--- config.mk ---
export PLATFORM = sky130hd
export DESIGN_NAME = dstc_top
export DESIGN_NICKNAME = d
export VERILOG_FILES = /design/src/dstc_top.v
export VERILOG_INCLUDE_DIRS = /design/src
export SDC_FILE = /design/constraint.sdc
export NUM_CORES = 1
export LEC_CHECK = 0
export BUFFER_PORTS_ARGS = -buffer_cell sky130_fd_sc_hd__buf_2
export CAP_MARGIN = 0
export CORE_MARGIN = 4
export CORE_UTILIZATION = 26
export DETAILED_ROUTE_END_ITERATION = 8
export PLACE_DENSITY = 0.45
export SLEW_MARGIN = 20
export SYNTH_ARGS = -nofsm -noshare
export SYNTH_HDL_FRONTEND = slang
export SYNTH_SLANG_ARGS = --single-unit
export TNS_END_PERCENT = 10
--- constraint.sdc ---
create_clock -name pclk -period 1.99 [get_ports pclk]
set_input_delay 0.2985 -clock pclk [delete_from_list [all_inputs] [get_ports pclk]]
set_output_delay 0.2985 -clock pclk [all_outputs]
set_load 0.02 [all_outputs]
--- src/dstc_defines.vh ---
/*
 * constants of the dish supply tone control block: register map, field
 * positions, reset values and timing counts.
 * assumes a 50 MHz pclk.
 */
`ifndef DSTC_DEFINES_VH
`define DSTC_DEFINES_VH

// ----------------------------------------------------------------------
// register map (byte addresses)
// ----------------------------------------------------------------------
`define DSTC_CTRL_ADDR 12'h000
`define DSTC_STAT_ADDR 12'h004

// ----------------------------------------------------------------------
// control register fields
// ----------------------------------------------------------------------
`define DSTC_BIT_EN 0
`define DSTC_BIT_VOLTAGE_SELECT_BIT 1
`define DSTC_BIT_BOOST 2
`define DSTC_BIT_TONE 3
`define DSTC_BIT_TXON 4
`define DSTC_BIT_PLS 5
`define DSTC_BIT_ITH 6
`define DSTC_BIT_HIV 7
`define DSTC_CTRL_RST 8'h00

// ----------------------------------------------------------------------
// status register fields
// ----------------------------------------------------------------------
`define DSTC_ST_LOWI 0
`define DSTC_ST_UV 1
`define DSTC_ST_TF 2
`define DSTC_ST_OT 3
`define DSTC_ST_OL 4
`define DSTC_ST_EN 5
`define DSTC_ST_VOLTAGE_SELECT_BIT 6
`define DSTC_ST_BOOST 7

// ----------------------------------------------------------------------
// level codes: bit0 sel, bit1 boost, bit2 fast-low, bit3 forced high
// ----------------------------------------------------------------------
`define DSTC_LVL_OFF 4'h0

// ----------------------------------------------------------------------
// timing (tone half period in ns, overload intervals in ms)
// ----------------------------------------------------------------------
`define DSTC_TONE_HALF_NS 22727
`define DSTC_CLK_NS 20
`define DSTC_TONE_HALF_CYC ((`DSTC_TONE_HALF_NS + `DSTC_CLK_NS - 1) / `DSTC_CLK_NS)
`define DSTC_TON_MS 90
`define DSTC_TOFF_MS 900
`define DSTC_TON_CYC (`DSTC_TON_MS * 50000)
`define DSTC_TOFF_CYC (`DSTC_TOFF_MS * 50000)
`define DSTC_KEY_TMO_CYC 3000

`endif

--- src/dstc_top.v ---
/*
 * dish supply tone control: apb control/status registers, tone gating from
 * the gate pin, keying pin or continuous bit, output level selection,
 * diagnostic flags and pulsed overload timer.
 * assumes analog monitors arrive as asynchronous levels and are synchronised
 * here; the keying input is a 22 khz logic square wave.
 */
//
// Operation
// - tone starts when gate pin asserts or continuous bit is set.
// - gate pin: tone on half cycle after assert, off one cycle after release.
// - keying pin: on 1.5 cycles after detection, off 2 cycles after it stops.
// - keying only times the tone; waveform always from own generator.
// - control register takes 8 bits; read gives five flags plus en, select, boost.
// - enable low disables power; enable high selects 13 or 18 volts.
// - boost bit adds one volt to selected level.
// - fast level pin low gives 13.4 V, high 18.5 or 19.5 V.
// - fast level pin affects linear stage only; boost rail ignores it.
// - all diagnostic flags read low with no fault.
// - undervoltage flag set when output low; valid only with boost clear.
// - tone fault flag set when detected tone out of limits.
// - low current flag always active; threshold picked by select bit. code leaves the ith bit unused; flag is en & lowi_s.
// - force bit drives output 22 V and rail 22.75 V regardless of select.
// - limit select low gives dynamic protection, high static clamp.
// - dynamic: 90 ms on, 900 ms off with overload flag, retry repeatedly.
// - full on interval without overload resumes normal and clears flag.
// - static: overload flag follows clamp limit condition.
// - over-temperature shuts converter and regulator, flag until cooled.
// - detected tone output pulled low while tone is detected.
`timescale 1ns/100ps
`include "dstc_defines.vh"

module dstc_top #(
  parameter TON_CYC = `DSTC_TON_CYC,
  parameter TOFF_CYC = `DSTC_TOFF_CYC
) (
  // apb slave
  input wire pclk,
  input wire presetn,
  input wire psel,
  input wire penable,
  input wire pwrite,
  input wire [11:0] paddr,
  input wire [31:0] pwdata,
  output reg [31:0] prdata,
  output reg pready,
  output reg pslverr,
  // tone pins
  input wire tone_gate_input,
  input wire external_keying_input,
  input wire tone_tx_path_pin,
  output reg tone_output_pin,
  output reg tone_tx_path_on,
  // detector
  input wire tone_detect_input,
  output reg detected_tone_output_o,
  output reg detected_tone_output_oe,
  // level control
  input wire fast_level_pin,
  output reg power_enable,
  output reg [3:0] output_level,
  output reg [3:0] boost_rail,
  // analog monitors
  input wire undervoltage_mon,
  input wire tone_limit_mon,
  input wire low_current_mon,
  input wire overload_mon,
  input wire overtemp_mon
);

  localparam [14:0] HALF_CYC = `DSTC_TONE_HALF_CYC;
  localparam [11:0] KEY_TMO = `DSTC_KEY_TMO_CYC;
  // delays in pclk cycles; keying off delay has the idle timeout subtracted
  localparam [15:0] GATE_ON_C = `DSTC_TONE_HALF_CYC;
  localparam [15:0] GATE_OFF_C = 2 * `DSTC_TONE_HALF_CYC;
  localparam [15:0] KEY_ON_C = 3 * `DSTC_TONE_HALF_CYC;
  localparam [15:0] KEY_OFF_C = 4 * `DSTC_TONE_HALF_CYC - `DSTC_KEY_TMO_CYC;
  localparam [25:0] TON_C = TON_CYC;
  localparam [25:0] TOFF_C = TOFF_CYC;
  localparam [2:0] OL_IDLE = 3'b001;
  localparam [2:0] OL_ON = 3'b010;
  localparam [2:0] OL_OFF = 3'b100;

  // ----------------------------------------------------------------------
  // input synchronisers: three stages, a change counts when 2 and 3 agree
  // ----------------------------------------------------------------------
  localparam NIN = 9;
  wire [NIN-1:0] raw_in;
  reg [NIN-1:0] s1_r;
  reg [NIN-1:0] s2_r;
  reg [NIN-1:0] s3_r;
  reg [NIN-1:0] in_r;
  assign raw_in = {overtemp_mon, overload_mon, low_current_mon, tone_limit_mon,
                   undervoltage_mon, tone_detect_input, fast_level_pin,
                   external_keying_input, tone_gate_input};
  genvar gi;
  generate
    for (gi = 0; gi < NIN; gi = gi + 1) begin : g_sync
      always @(posedge pclk or negedge presetn) begin
        if (!presetn) begin
          s1_r[gi] <= 1'b0;
          s2_r[gi] <= 1'b0;
          s3_r[gi] <= 1'b0;
          in_r[gi] <= 1'b0;
        end else begin
          s1_r[gi] <= raw_in[gi];
          s2_r[gi] <= s1_r[gi];
          s3_r[gi] <= s2_r[gi];
          if (s2_r[gi] == s3_r[gi]) begin
            in_r[gi] <= s3_r[gi];
          end
        end
      end
    end
  endgenerate
  // txon pin gets its own chain so the map above stays one bit per monitor
  reg tx1_r;
  reg tx2_r;
  reg tx3_r;
  reg txp_r;
  always @(posedge pclk or negedge presetn) begin
    if (!presetn) begin
      tx1_r <= 1'b0;
      tx2_r <= 1'b0;
      tx3_r <= 1'b0;
      txp_r <= 1'b0;
    end else begin
      tx1_r <= tone_tx_path_pin;
      tx2_r <= tx1_r;
      tx3_r <= tx2_r;
      if (tx2_r == tx3_r) begin
        txp_r <= tx3_r;
      end
    end
  end
  wire gate_s = in_r[0];
  wire key_s = in_r[1];
  wire fast_s = in_r[2];
  wire det_s = in_r[3];
  wire uv_s = in_r[4];
  wire tlim_s = in_r[5];
  wire lowi_s = in_r[6];
  wire olm_s = in_r[7];
  wire ot_s = in_r[8];

  // ----------------------------------------------------------------------
  // apb register file
  // ----------------------------------------------------------------------
  reg [7:0] ctrl_r;
  wire [7:0] status;
  wire apb_acc = psel & penable;
  wire hit_ctrl = (paddr == `DSTC_CTRL_ADDR);
  wire hit_stat = (paddr == `DSTC_STAT_ADDR);
  always @(posedge pclk or negedge presetn) begin
    if (!presetn) begin
      ctrl_r <= `DSTC_CTRL_RST;
      prdata <= 32'h0000_0000;
      pready <= 1'b0;
      pslverr <= 1'b0;
    end else begin
      // one wait state: answer comes in the second access cycle
      pready <= apb_acc & ~pready;
      pslverr <= apb_acc & ~pready & ~(hit_ctrl | hit_stat);
      if (apb_acc & pready & pwrite & hit_ctrl) begin
        ctrl_r <= pwdata[7:0];
      end
      if (apb_acc & ~pready & ~pwrite) begin
        if (hit_ctrl) begin
          prdata <= {24'h00_0000, ctrl_r};
        end else if (hit_stat) begin
          prdata <= {24'h00_0000, status};
        end else begin
          prdata <= 32'h0000_0000;
        end
      end
    end
  end
  wire en_b = ctrl_r[`DSTC_BIT_EN];
  wire voltage_select_bit_b = ctrl_r[`DSTC_BIT_VOLTAGE_SELECT_BIT];
  wire boost_b = ctrl_r[`DSTC_BIT_BOOST];
  wire continuous_tone_bit = ctrl_r[`DSTC_BIT_TONE];
  wire pulsed_limit_select = ctrl_r[`DSTC_BIT_PLS];
  wire current_threshold_select = ctrl_r[`DSTC_BIT_ITH];
  wire hiv_b = ctrl_r[`DSTC_BIT_HIV];

  // ----------------------------------------------------------------------
  // tone generator: 22 khz from pclk
  // ----------------------------------------------------------------------
  reg [14:0] half_cnt_r;
  reg phase_r;
  wire tone_req;
  wire half_tick = (half_cnt_r == HALF_CYC - 15'd1);
  // restarts on each request so a burst opens with a full high half period
  always @(posedge pclk or negedge presetn) begin
    if (!presetn) begin
      half_cnt_r <= 15'd0;
      phase_r <= 1'b1;
    end else if (!tone_req) begin
      half_cnt_r <= 15'd0;
      phase_r <= 1'b1;
    end else if (half_tick) begin
      half_cnt_r <= 15'd0;
      phase_r <= ~phase_r;
    end else begin
      half_cnt_r <= half_cnt_r + 15'd1;
    end
  end

  // ----------------------------------------------------------------------
  // gate and keying delays, counted in pclk cycles
  // ----------------------------------------------------------------------
  reg [15:0] gate_dly_r;
  reg gate_on_r;
  reg [15:0] key_dly_r;
  reg key_on_r;
  reg key_prev_r;
  reg [11:0] key_idle_r;
  wire key_edge = key_s & ~key_prev_r;
  wire key_act = (key_idle_r != 12'd0);
  always @(posedge pclk or negedge presetn) begin
    if (!presetn) begin
      gate_dly_r <= 16'd0;
      gate_on_r <= 1'b0;
      key_dly_r <= 16'd0;
      key_on_r <= 1'b0;
      key_prev_r <= 1'b0;
      key_idle_r <= 12'd0;
    end else begin
      key_prev_r <= key_s;
      // keying seen as active while rising edges keep coming
      if (key_edge) begin
        key_idle_r <= KEY_TMO;
      end else if (key_act) begin
        key_idle_r <= key_idle_r - 12'd1;
      end
      // gate: on after 1 half period, off after 2
      if (gate_s == gate_on_r) begin
        gate_dly_r <= 16'd0;
      end else if (gate_dly_r == (gate_on_r ? GATE_OFF_C : GATE_ON_C) - 16'd1) begin
        gate_on_r <= gate_s;
        gate_dly_r <= 16'd0;
      end else begin
        gate_dly_r <= gate_dly_r + 16'd1;
      end
      // keying: on after 3 half periods, off 4 half periods after the last edge
      if (key_act == key_on_r) begin
        key_dly_r <= 16'd0;
      end else if (key_dly_r == (key_on_r ? KEY_OFF_C : KEY_ON_C) - 16'd1) begin
        key_on_r <= key_act;
        key_dly_r <= 16'd0;
      end else begin
        key_dly_r <= key_dly_r + 16'd1;
      end
    end
  end
  assign tone_req = gate_on_r | key_on_r | continuous_tone_bit;

  // ----------------------------------------------------------------------
  // tone output and path enable
  // ----------------------------------------------------------------------
  always @(posedge pclk or negedge presetn) begin
    if (!presetn) begin
      tone_output_pin <= 1'b0;
      tone_tx_path_on <= 1'b0;
    end else begin
      // waveform is the internal phase, never the keying pin itself
      tone_output_pin <= tone_req & phase_r & ~ot_s;
      tone_tx_path_on <= ctrl_r[`DSTC_BIT_TXON] | txp_r;
    end
  end

  // ----------------------------------------------------------------------
  // dynamic overload timer
  // ----------------------------------------------------------------------
  reg [2:0] ol_st_r;
  reg [25:0] ol_cnt_r;
  reg ol_seen_r;
  reg ol_flag_r;
  always @(posedge pclk or negedge presetn) begin
    if (!presetn) begin
      ol_st_r <= OL_IDLE;
      ol_cnt_r <= 26'd0;
      ol_seen_r <= 1'b0;
      ol_flag_r <= 1'b0;
    end else if (pulsed_limit_select | ~en_b) begin
      ol_st_r <= OL_IDLE;
      ol_cnt_r <= 26'd0;
      ol_seen_r <= 1'b0;
      ol_flag_r <= en_b & olm_s;
    end else begin
      case (ol_st_r)
        OL_IDLE: begin
          ol_flag_r <= 1'b0;
          if (olm_s) begin
            ol_st_r <= OL_ON;
            ol_cnt_r <= 26'd0;
            ol_seen_r <= 1'b1;
          end
        end
        OL_ON: begin
          if (olm_s) begin
            ol_seen_r <= 1'b1;
          end
          if (ol_cnt_r == TON_C - 26'd1) begin
            ol_cnt_r <= 26'd0;
            if (ol_seen_r | olm_s) begin
              ol_st_r <= OL_OFF;
              ol_flag_r <= 1'b1;
            end else begin
              ol_st_r <= OL_IDLE;
              ol_flag_r <= 1'b0;
            end
          end else begin
            ol_cnt_r <= ol_cnt_r + 26'd1;
          end
        end
        OL_OFF: begin
          if (ol_cnt_r == TOFF_C - 26'd1) begin
            ol_cnt_r <= 26'd0;
            ol_seen_r <= 1'b0;
            ol_st_r <= OL_ON;
          end else begin
            ol_cnt_r <= ol_cnt_r + 26'd1;
          end
        end
        default: begin
          ol_st_r <= OL_IDLE;
        end
      endcase
    end
  end

  // ----------------------------------------------------------------------
  // level selection and diagnostics
  // ----------------------------------------------------------------------
  reg [4:0] flag_r;
  wire power_ok = en_b & ~ot_s & (ol_st_r != OL_OFF);
  always @(posedge pclk or negedge presetn) begin
    if (!presetn) begin
      power_enable <= 1'b0;
      output_level <= `DSTC_LVL_OFF;
      boost_rail <= `DSTC_LVL_OFF;
      flag_r <= 5'h00;
      detected_tone_output_o <= 1'b0;
      detected_tone_output_oe <= 1'b0;
    end else begin
      power_enable <= power_ok;
      if (!power_ok) begin
        output_level <= `DSTC_LVL_OFF;
        boost_rail <= `DSTC_LVL_OFF;
      end else if (hiv_b) begin
        output_level <= 4'h8;
        boost_rail <= 4'h8;
      end else begin
        // fast pin low forces the low level on the linear stage only
        output_level <= {1'b0, ~fast_s & voltage_select_bit_b, boost_b, voltage_select_bit_b & fast_s} |
                        {3'b000, ~voltage_select_bit_b & 1'b0};
        boost_rail <= {2'b00, boost_b, voltage_select_bit_b};
      end
      flag_r[`DSTC_ST_LOWI] <= en_b & lowi_s;
      flag_r[`DSTC_ST_UV] <= en_b & uv_s & ~boost_b;
      flag_r[`DSTC_ST_TF] <= en_b & tlim_s;
      flag_r[`DSTC_ST_OT] <= ot_s;
      flag_r[`DSTC_ST_OL] <= ol_flag_r;
      detected_tone_output_o <= 1'b0;
      detected_tone_output_oe <= det_s;
    end
  end
  assign status = {boost_b, voltage_select_bit_b, en_b, flag_r};

endmodule

==> impl_metrics.py, run 1 <==
metrics = {
    "status": {
        "status": "finished with violations",
        "failed_checks": "negative setup slack",
    },
    "setup_path": {
        "endpoint_kind": "flop",
        "cp-start-kind": "flop",
        "worstPathRequired_ns": 2.30,
        "worstSetupPathType": "flop to flop",
        "worstPathArrival_ns": 2.35,
        "crit_fanout": 10,
        "reg2reg_slack_ns": -0.05,
    },
    "place": {
        "pre_cts_ws_ns": -0.1273,
        "portBuffers": 55,
        "routabilityCongestion": 0.7723,
        "hpwl_um": 11890,
    },
    "cells_and_area": {
        "finalNetCount": 918,
        "insertedDiodeCount": 0,
        "layout_commonest_cell": "dfrtp_1",
        "fillers": 2955,
        "mostFrequentLayoutCells": "dfrtp_1 (164), nor2_1 (75), nand2_1 (65)",
        "synthToLayoutAreaGrowth_pct": 24.41,
        "drive_above_1_share_pct": 22.57,
    },
    "floorplanning": {
        "fp.dieH_um": 179.9,
        "die_x_um": 179.9,
        "rows": 62,
        "initial_utilization_pct": 26.56,
        "core-area_mm2": 0.02894,
        "die_area_mm2": 0.03237,
        "num_io_pins": 106,
    },
    "logic_synthesis": {
        "synth-seq-cells": 166,
        "yosys_warnings": 0,
        "synthFlopType": "dfrtp_1",
        "ys_types": 66,
        "synth_top_cell_by_area": "dfrtp_1",
        "synth_area_per_cell_um2": 10.63,
        "syn_inst": 723,
        "post-synth-top-area-fraction_pct": 53.40,
        "async_reset_ff_share_pct": 100.0,
        "synth_edf_count": 0,
        "yosysSeqAreaShare_pct": 54.09,
        "synth_area_leaders": "dfrtp_1 (53%), nor2_1 (3.7%), xor2_1 (3.4%)",
        "synth_area_mm2": 0.007685,
    },
    "power": {
        "max-vdd-ir-drop_mv": 0.5648,
        "p_per_area_mw_per_mm2": 776.3,
        "power.leakage_nw": 4.267,
    },
    "drt": {
        "drt_iter0_markers": 243,
        "drt_first_pass_iters": 4,
        "ant_nets": 0,
        "route.detailed.wl_per_inst_um": 13.75,
        "routed_wl_um": 17170,
        "via_per_inst": 4.423,
        "remaining_drc_errors": 0,
        "dr_total_vias": 5520,
    },
    "sta": {
        "clock.fmax_mhz": 490.3,
        "min_period_ns": 2.040,
        "finalWorstSetupSlack_ns": -0.04963,
        "timing.hold.ws_ns": 0.1026,
        "max_slew_margin_pct": 61.72,
        "fin_crit_sh_pct": 102.5,
        "finalSetupViolCount": 8,
        "tightest_slew_ns": 0.5742,
        "fin_skew_ns": 0.01076,
        "hold_viol_final": 0,
        "rsz0062_at_grt": "true",
        "drv_slew": 0,
    },
    "clocking": {
        "cts_max_level": 4,
        "path_clk_slew_ns": 0.06,
        "ctsRootBufferMaster": "clkbuf_16",
        "clock_latency_ns": 0.43,
        "cts_buffer_depth": 2,
        "numCtsBuffers": 17,
        "cts_tree": "built",
        "cts_sinks": 166,
    },
    "job": {
        "max-cap-violations": 0,
    },
    "worst_hold_path": {
        "hold_path.class": "primary input to flop",
    },
    "grt": {
        "grt_pass1_wl_um": 29790,
        "antenna_found_initial": 0,
        "first_global_vias": 5633,
        "grt.total_usage_pct": 11.14,
        "gr-total-overflow": 0,
        "grt_max_degree": 105,
    },
}
==> sequential cells by signal, indices dropped and copies added (netlist names), 2 cells and up <==
signal,count
ol_cnt_r,26
gate_dly_r,16
key_dly_r,16
half_cnt_r,15
key_idle_r,12
s1_r,9
s2_r,9
s3_r,9
ctrl_r,8
prdata,8
flag_r,5
ol_st_r,3
output_level,3
boost_rail,2
==> layer usage <==
layer  share of wire (%)  track usage [%]
met3                 2.9            2.850
met2                  47            17.03
met1                  49            15.62
met5                   0                0
met4                 1.2            3.322
==> kinds of logic after synthesis <==
group                    count (synthesis)  synth area share (%)
buffers and inverters                   66                 4.787
adder cells (fa/ha/maj)                 16                 2.279
other                                    1               0.04880
AO/OA/AOI/OAI                           92                 8.580
AND/OR/NAND/NOR                        313                 21.91
XOR/XNOR                                51                 5.812
multiplexers                            18                 2.491
flip-flops                             166                 54.09
==> power by group <==
group	switching, mW	internal (mW)	total [mW]
clock network	1.42	1.64	3.06
logic	0.366	0.273	0.640
registers	0.168	3.56	3.72
total	1.95	5.47	7.42
==> synth_stat cells (3+ instances only) <==
| library cell | number |
|---|---|
| and3b_1 | 3 |
| inv_1 | 15 |
| buf_2 | 3 |
| a22oi_1 | 4 |
| a221o_1 | 3 |
| and3_1 | 13 |
| a21oi_1 | 12 |
| or2_2 | 3 |
| o211ai_1 | 8 |
| and4_1 | 11 |
| nor4_4 | 3 |
| nor2b_1 | 15 |
| o22ai_1 | 9 |
| mux2_2 | 9 |
| o21ai_0 | 16 |
| nor4_1 | 10 |
| mux2i_1 | 9 |
| a2bb2oi_1 | 4 |
| nand3_1 | 30 |
| nor4bb_1 | 3 |
| dfrtp_1 | 164 |
| nand4_1 | 18 |
| nand4b_1 | 5 |
| maj3_1 | 10 |
| ha_1 | 6 |
| and2_1 | 15 |
| nor2_1 | 76 |
| buf_4 | 28 |
| xnor2_1 | 21 |
| nor3_1 | 20 |
| clkbuf_1 | 18 |
| a211o_1 | 4 |
| o31ai_1 | 11 |
| or3_1 | 5 |
| nand2b_1 | 4 |
| nand2_1 | 67 |
| xor2_1 | 30 |
==> through the flow <==
| stage | instance area, um2 | TNS [ns] | util (%) | total power [mW] | std cells |
|---|---|---|---|---|---|
| final | 9560 | -0.2137 | 33.04 | 7.421 | 1248 |
| after global routing | 9560 | -1.223 | 33.04 | 7.873 | 1248 |
| after CTS | 9474 | -0.2648 | 32.74 | 7.576 | 1247 |
| after detailed placement | 8805 | -0.9004 | 30.43 | 4.418 | 1206 |
| after global placement | 8805 | -0.5189 | 30.43 | 4.410 | 1206 |
| after floorplan | 7779 | -0.1847 | - | 4.194 | 748 |
==> path summary, 6_finish.rpt <==
check                                       endpoint                startpoint  depth (start not counted)
setup / recovery            ol_cnt_r[23]$_DFFE_PN0P_  ol_cnt_r[19]$_DFFE_PN0P_                          6
hold / removal                 ctrl_r[7]$_DFFE_PN0P_                 pwdata[7]                          2
setup reg to reg            ol_cnt_r[23]$_DFFE_PN0P_  ol_cnt_r[19]$_DFFE_PN0P_                          6
hold reg to reg                    s2_r[3]$_DFF_PN0_         s1_r[3]$_DFF_PN0_                          0
max in group asynchronous    ol_cnt_r[3]$_DFFE_PN0P_                   presetn                          3
min in group asynchronous  key_idle_r[9]$_DFFE_PN0P_                   presetn                          3
==> timing repair <==
item	4_1_cts	5_1_grt
endpoints found under the setup margin	21	30
endpoints found under the hold margin	174	0
buffers inserted	0	1
pin swaps	1	5
hold buffers	11	0
gates resized for setup	7	23
==> cell type report <==
type,count,area [um2],share of cell area [%]
sequential,166,4156,43.48
timing repair buffer,137,997.2,10.43
clock buffer,18,439.2,4.594
inverter,15,56.30,0.5889
tap,384,480.5,5.026
multi-input combinational,516,3332,34.85
clock inverter,12,98.84,1.034
==> critical path: stages, from the launching register on <==
cell	delay [ns]
dfrtp_1	0.39
or4_4	0.55
nor4_4	0.31
a21o_2	0.21
buf_6	0.15
a21oi_1	0.07
a221o_1	0.25
Power figures use the tool's default switching activity.
==> run 2, diff against run 1 <==
- CORE_MARGIN: 4 -> 8
==> run 2 against run 1 <==
The flow still finishes with violations (negative setup slack). Critical endpoint is now ol_cnt_r[19]$_DFFE_PN0P_. Cell count up 0.96%. Critical path type unchanged. Largest cell class unchanged. Clock power increased by 10%. Sequential power is essentially flat. Largest power group unchanged.
==> impl_metrics.py, run 2 (synthesized netlist as in run 1, its figures left out) <==
metrics = {
    "status": {
        "status": "finished with violations",
        "failed_checks": "negative setup slack",
    },
    "setup_path": {
        "crit_chain": "or4_4, nor4_4, buf_4, a21o_4, buf_8, a21oi_1, a221o_1",
        "cp-start-kind": "flop",
        "crit_fanout": 6,
        "endpoint_kind": "flop",
        "worstPathArrival_ns": 2.39,
        "worstPathRequired_ns": 2.31,
        "worstSetupPathType": "flop to flop",
        "max_stage_delay_ns": 0.55,
        "reg2reg_slack_ns": -0.08,
        "worstRegToRegCells": 7,
        "crit_slowest_cell": "or4_4",
    },
    "sta": {
        "fin_skew_ns": 0.01233,
        "finalWorstSetupSlack_ns": -0.07924,
        "clock.fmax_mhz": 483.3,
        "timing.hold.ws_ns": 0.01349,
        "fin_crit_sh_pct": 104.0,
        "max_slew_margin_pct": 66.27,
        "hold_viol_final": 0,
        "drv_slew": 0,
        "min_period_ns": 2.069,
        "rsz0062_at_grt": "true",
        "final.setup.tns_ns": -0.6408,
        "finalSetupViolCount": 14,
        "tightest_slew_ns": 0.5060,
    },
    "place": {
        "routabilityCongestion": 0.7866,
        "dp.cells": 1210,
        "portBuffers": 55,
        "hpwl_um": 12170,
        "pre_cts_ws_ns": -0.1525,
    },
    "clocking": {
        "cts_tree": "built",
        "cts_max_level": 4,
        "cts_buffer_depth": 2,
        "cts_sinks": 166,
        "path_clk_slew_ns": 0.07,
        "clock_latency_ns": 0.44,
        "ctsRootBufferMaster": "clkbuf_16",
        "numCtsBuffers": 17,
    },
    "floorplanning": {
        "fp.dieH_um": 187.9,
        "rows": 63,
        "die_x_um": 187.9,
        "core-area_mm2": 0.02940,
        "die_area_mm2": 0.03531,
        "num_io_pins": 106,
        "initial_utilization_pct": 26.14,
    },
    "grt": {
        "gr-total-overflow": 0,
        "grt_max_degree": 47,
        "antenna_found_initial": 0,
        "grt_pass1_wl_um": 29460,
        "grt.total_usage_pct": 10.25,
        "first_global_vias": 5606,
    },
    "cells_and_area": {
        "regMostFlops": "ol_cnt_r",
        "mostFrequentLayoutCells": "dfrtp_1 (164), nor2_1 (75), nand2_1 (66)",
        "fillers": 3038,
        "synthToLayoutAreaGrowth_pct": 26.52,
        "drive_above_1_share_pct": 23.56,
        "final_util_pct": 33.07,
        "ff_latch_area_mm2": 0.004156,
        "multi_input_area_mm2": 0.003371,
        "layout_commonest_cell": "dfrtp_1",
        "insertedDiodeCount": 0,
        "largest_reg_flops": 26,
        "stdcell_count": 1260,
        "reg.largest.list": "ol_cnt_r: 26 flops, gate_dly_r: 16 flops, key_dly_r: 16 flops",
        "finalNetCount": 922,
    },
    "power": {
        "p_per_area_mw_per_mm2": 797.9,
        "power.leakage_nw": 4.351,
        "max-vdd-ir-drop_mv": 0.5442,
    },
    "worst_hold_path": {
        "min_path_cells": 1,
        "hold_path.class": "primary input to flop",
    },
    "drt": {
        "via_per_inst": 4.358,
        "drt_first_pass_iters": 4,
        "dr_total_vias": 5491,
        "remaining_drc_errors": 0,
        "route.detailed.wl_per_inst_um": 13.84,
        "ant_nets": 0,
        "routed_wl_um": 17440,
        "drt_iter0_markers": 228,
    },
    "job": {
        "max-cap-violations": 0,
    },
}
[run 2: metal layers]
metal | vias to the layer above | share of wire, % | routed length (um) | global-route usage (%)
met1 | 2657 | 48 | 8448 | 13.62
met2 | 54 | 48 | 8310 | 16.16
met4 | 0 | 1.3 | 223 | 3.818
li1 | 2765 | - | - | -
met3 | 15 | 2.6 | 461 | 2.192
met5 | - | 0 | 0 | 0
[run 2: area by class of cell]
| type | instances | share of cell area (%) |
|---|---|---|
| flip-flops and latches | 166 | 42.75 |
| clock inverters | 14 | 1.647 |
| well taps | 390 | 5.019 |
| clock buffers | 18 | 4.517 |
| repair buffers | 141 | 10.82 |
| inverters | 15 | 0.5791 |
| multi-input cells | 516 | 34.67 |
[run 2: stage by stage]
stage          total power, mW  area [um2]
2_1_floorplan            4.194        7779
5_1_grt                  8.160        9723
3_5_place_dp             4.429        8785
4_1_cts                  7.883        9610
6_report                 7.758        9723
3_3_place_gp             4.425        8785
[run 2: report_power, final]
part	internal (mW)	total (mW)	switching, mW
Clock	1.82	3.37	1.54
Combinational	0.290	0.664	0.374
Sequential	3.55	3.73	0.172
Total	5.67	7.76	2.09
[run 2: critical path, delay by kind of cell, from the launching register on]
family	cells	cell delay, ns
simple gates	2	0.80
buf+inv	2	0.30
compound gates	3	0.46
flops	1	0.38
[run 2: worst paths after layout]
check | startpoint | to
worst max-delay path | ol_cnt_r[19]$_DFFE_PN0P_ | ol_cnt_r[19]$_DFFE_PN0P_
worst min-delay path | overtemp_mon | s1_r[8]$_DFF_PN0_
worst max register to register | ol_cnt_r[19]$_DFFE_PN0P_ | ol_cnt_r[19]$_DFFE_PN0P_
worst min register to register | s1_r[0]$_DFF_PN0_ | s2_r[0]$_DFF_PN0_
max in group asynchronous | presetn | phase_r$_DFFE_PN1P_
min in group asynchronous | presetn | key_idle_r[3]$_DFFE_PN0P_
[run 2: timing repair]
| item | 4_1_cts | 5_1_grt |
|---|---|---|
| hold buffers | 10 | 0 |
| endpoints found under the hold margin | 49 | 0 |
| pin swaps | 10 | 12 |
| buffers inserted | 6 | 2 |
| setup endpoints to repair | 22 | 50 |
| gates resized for setup | 15 | 26 |
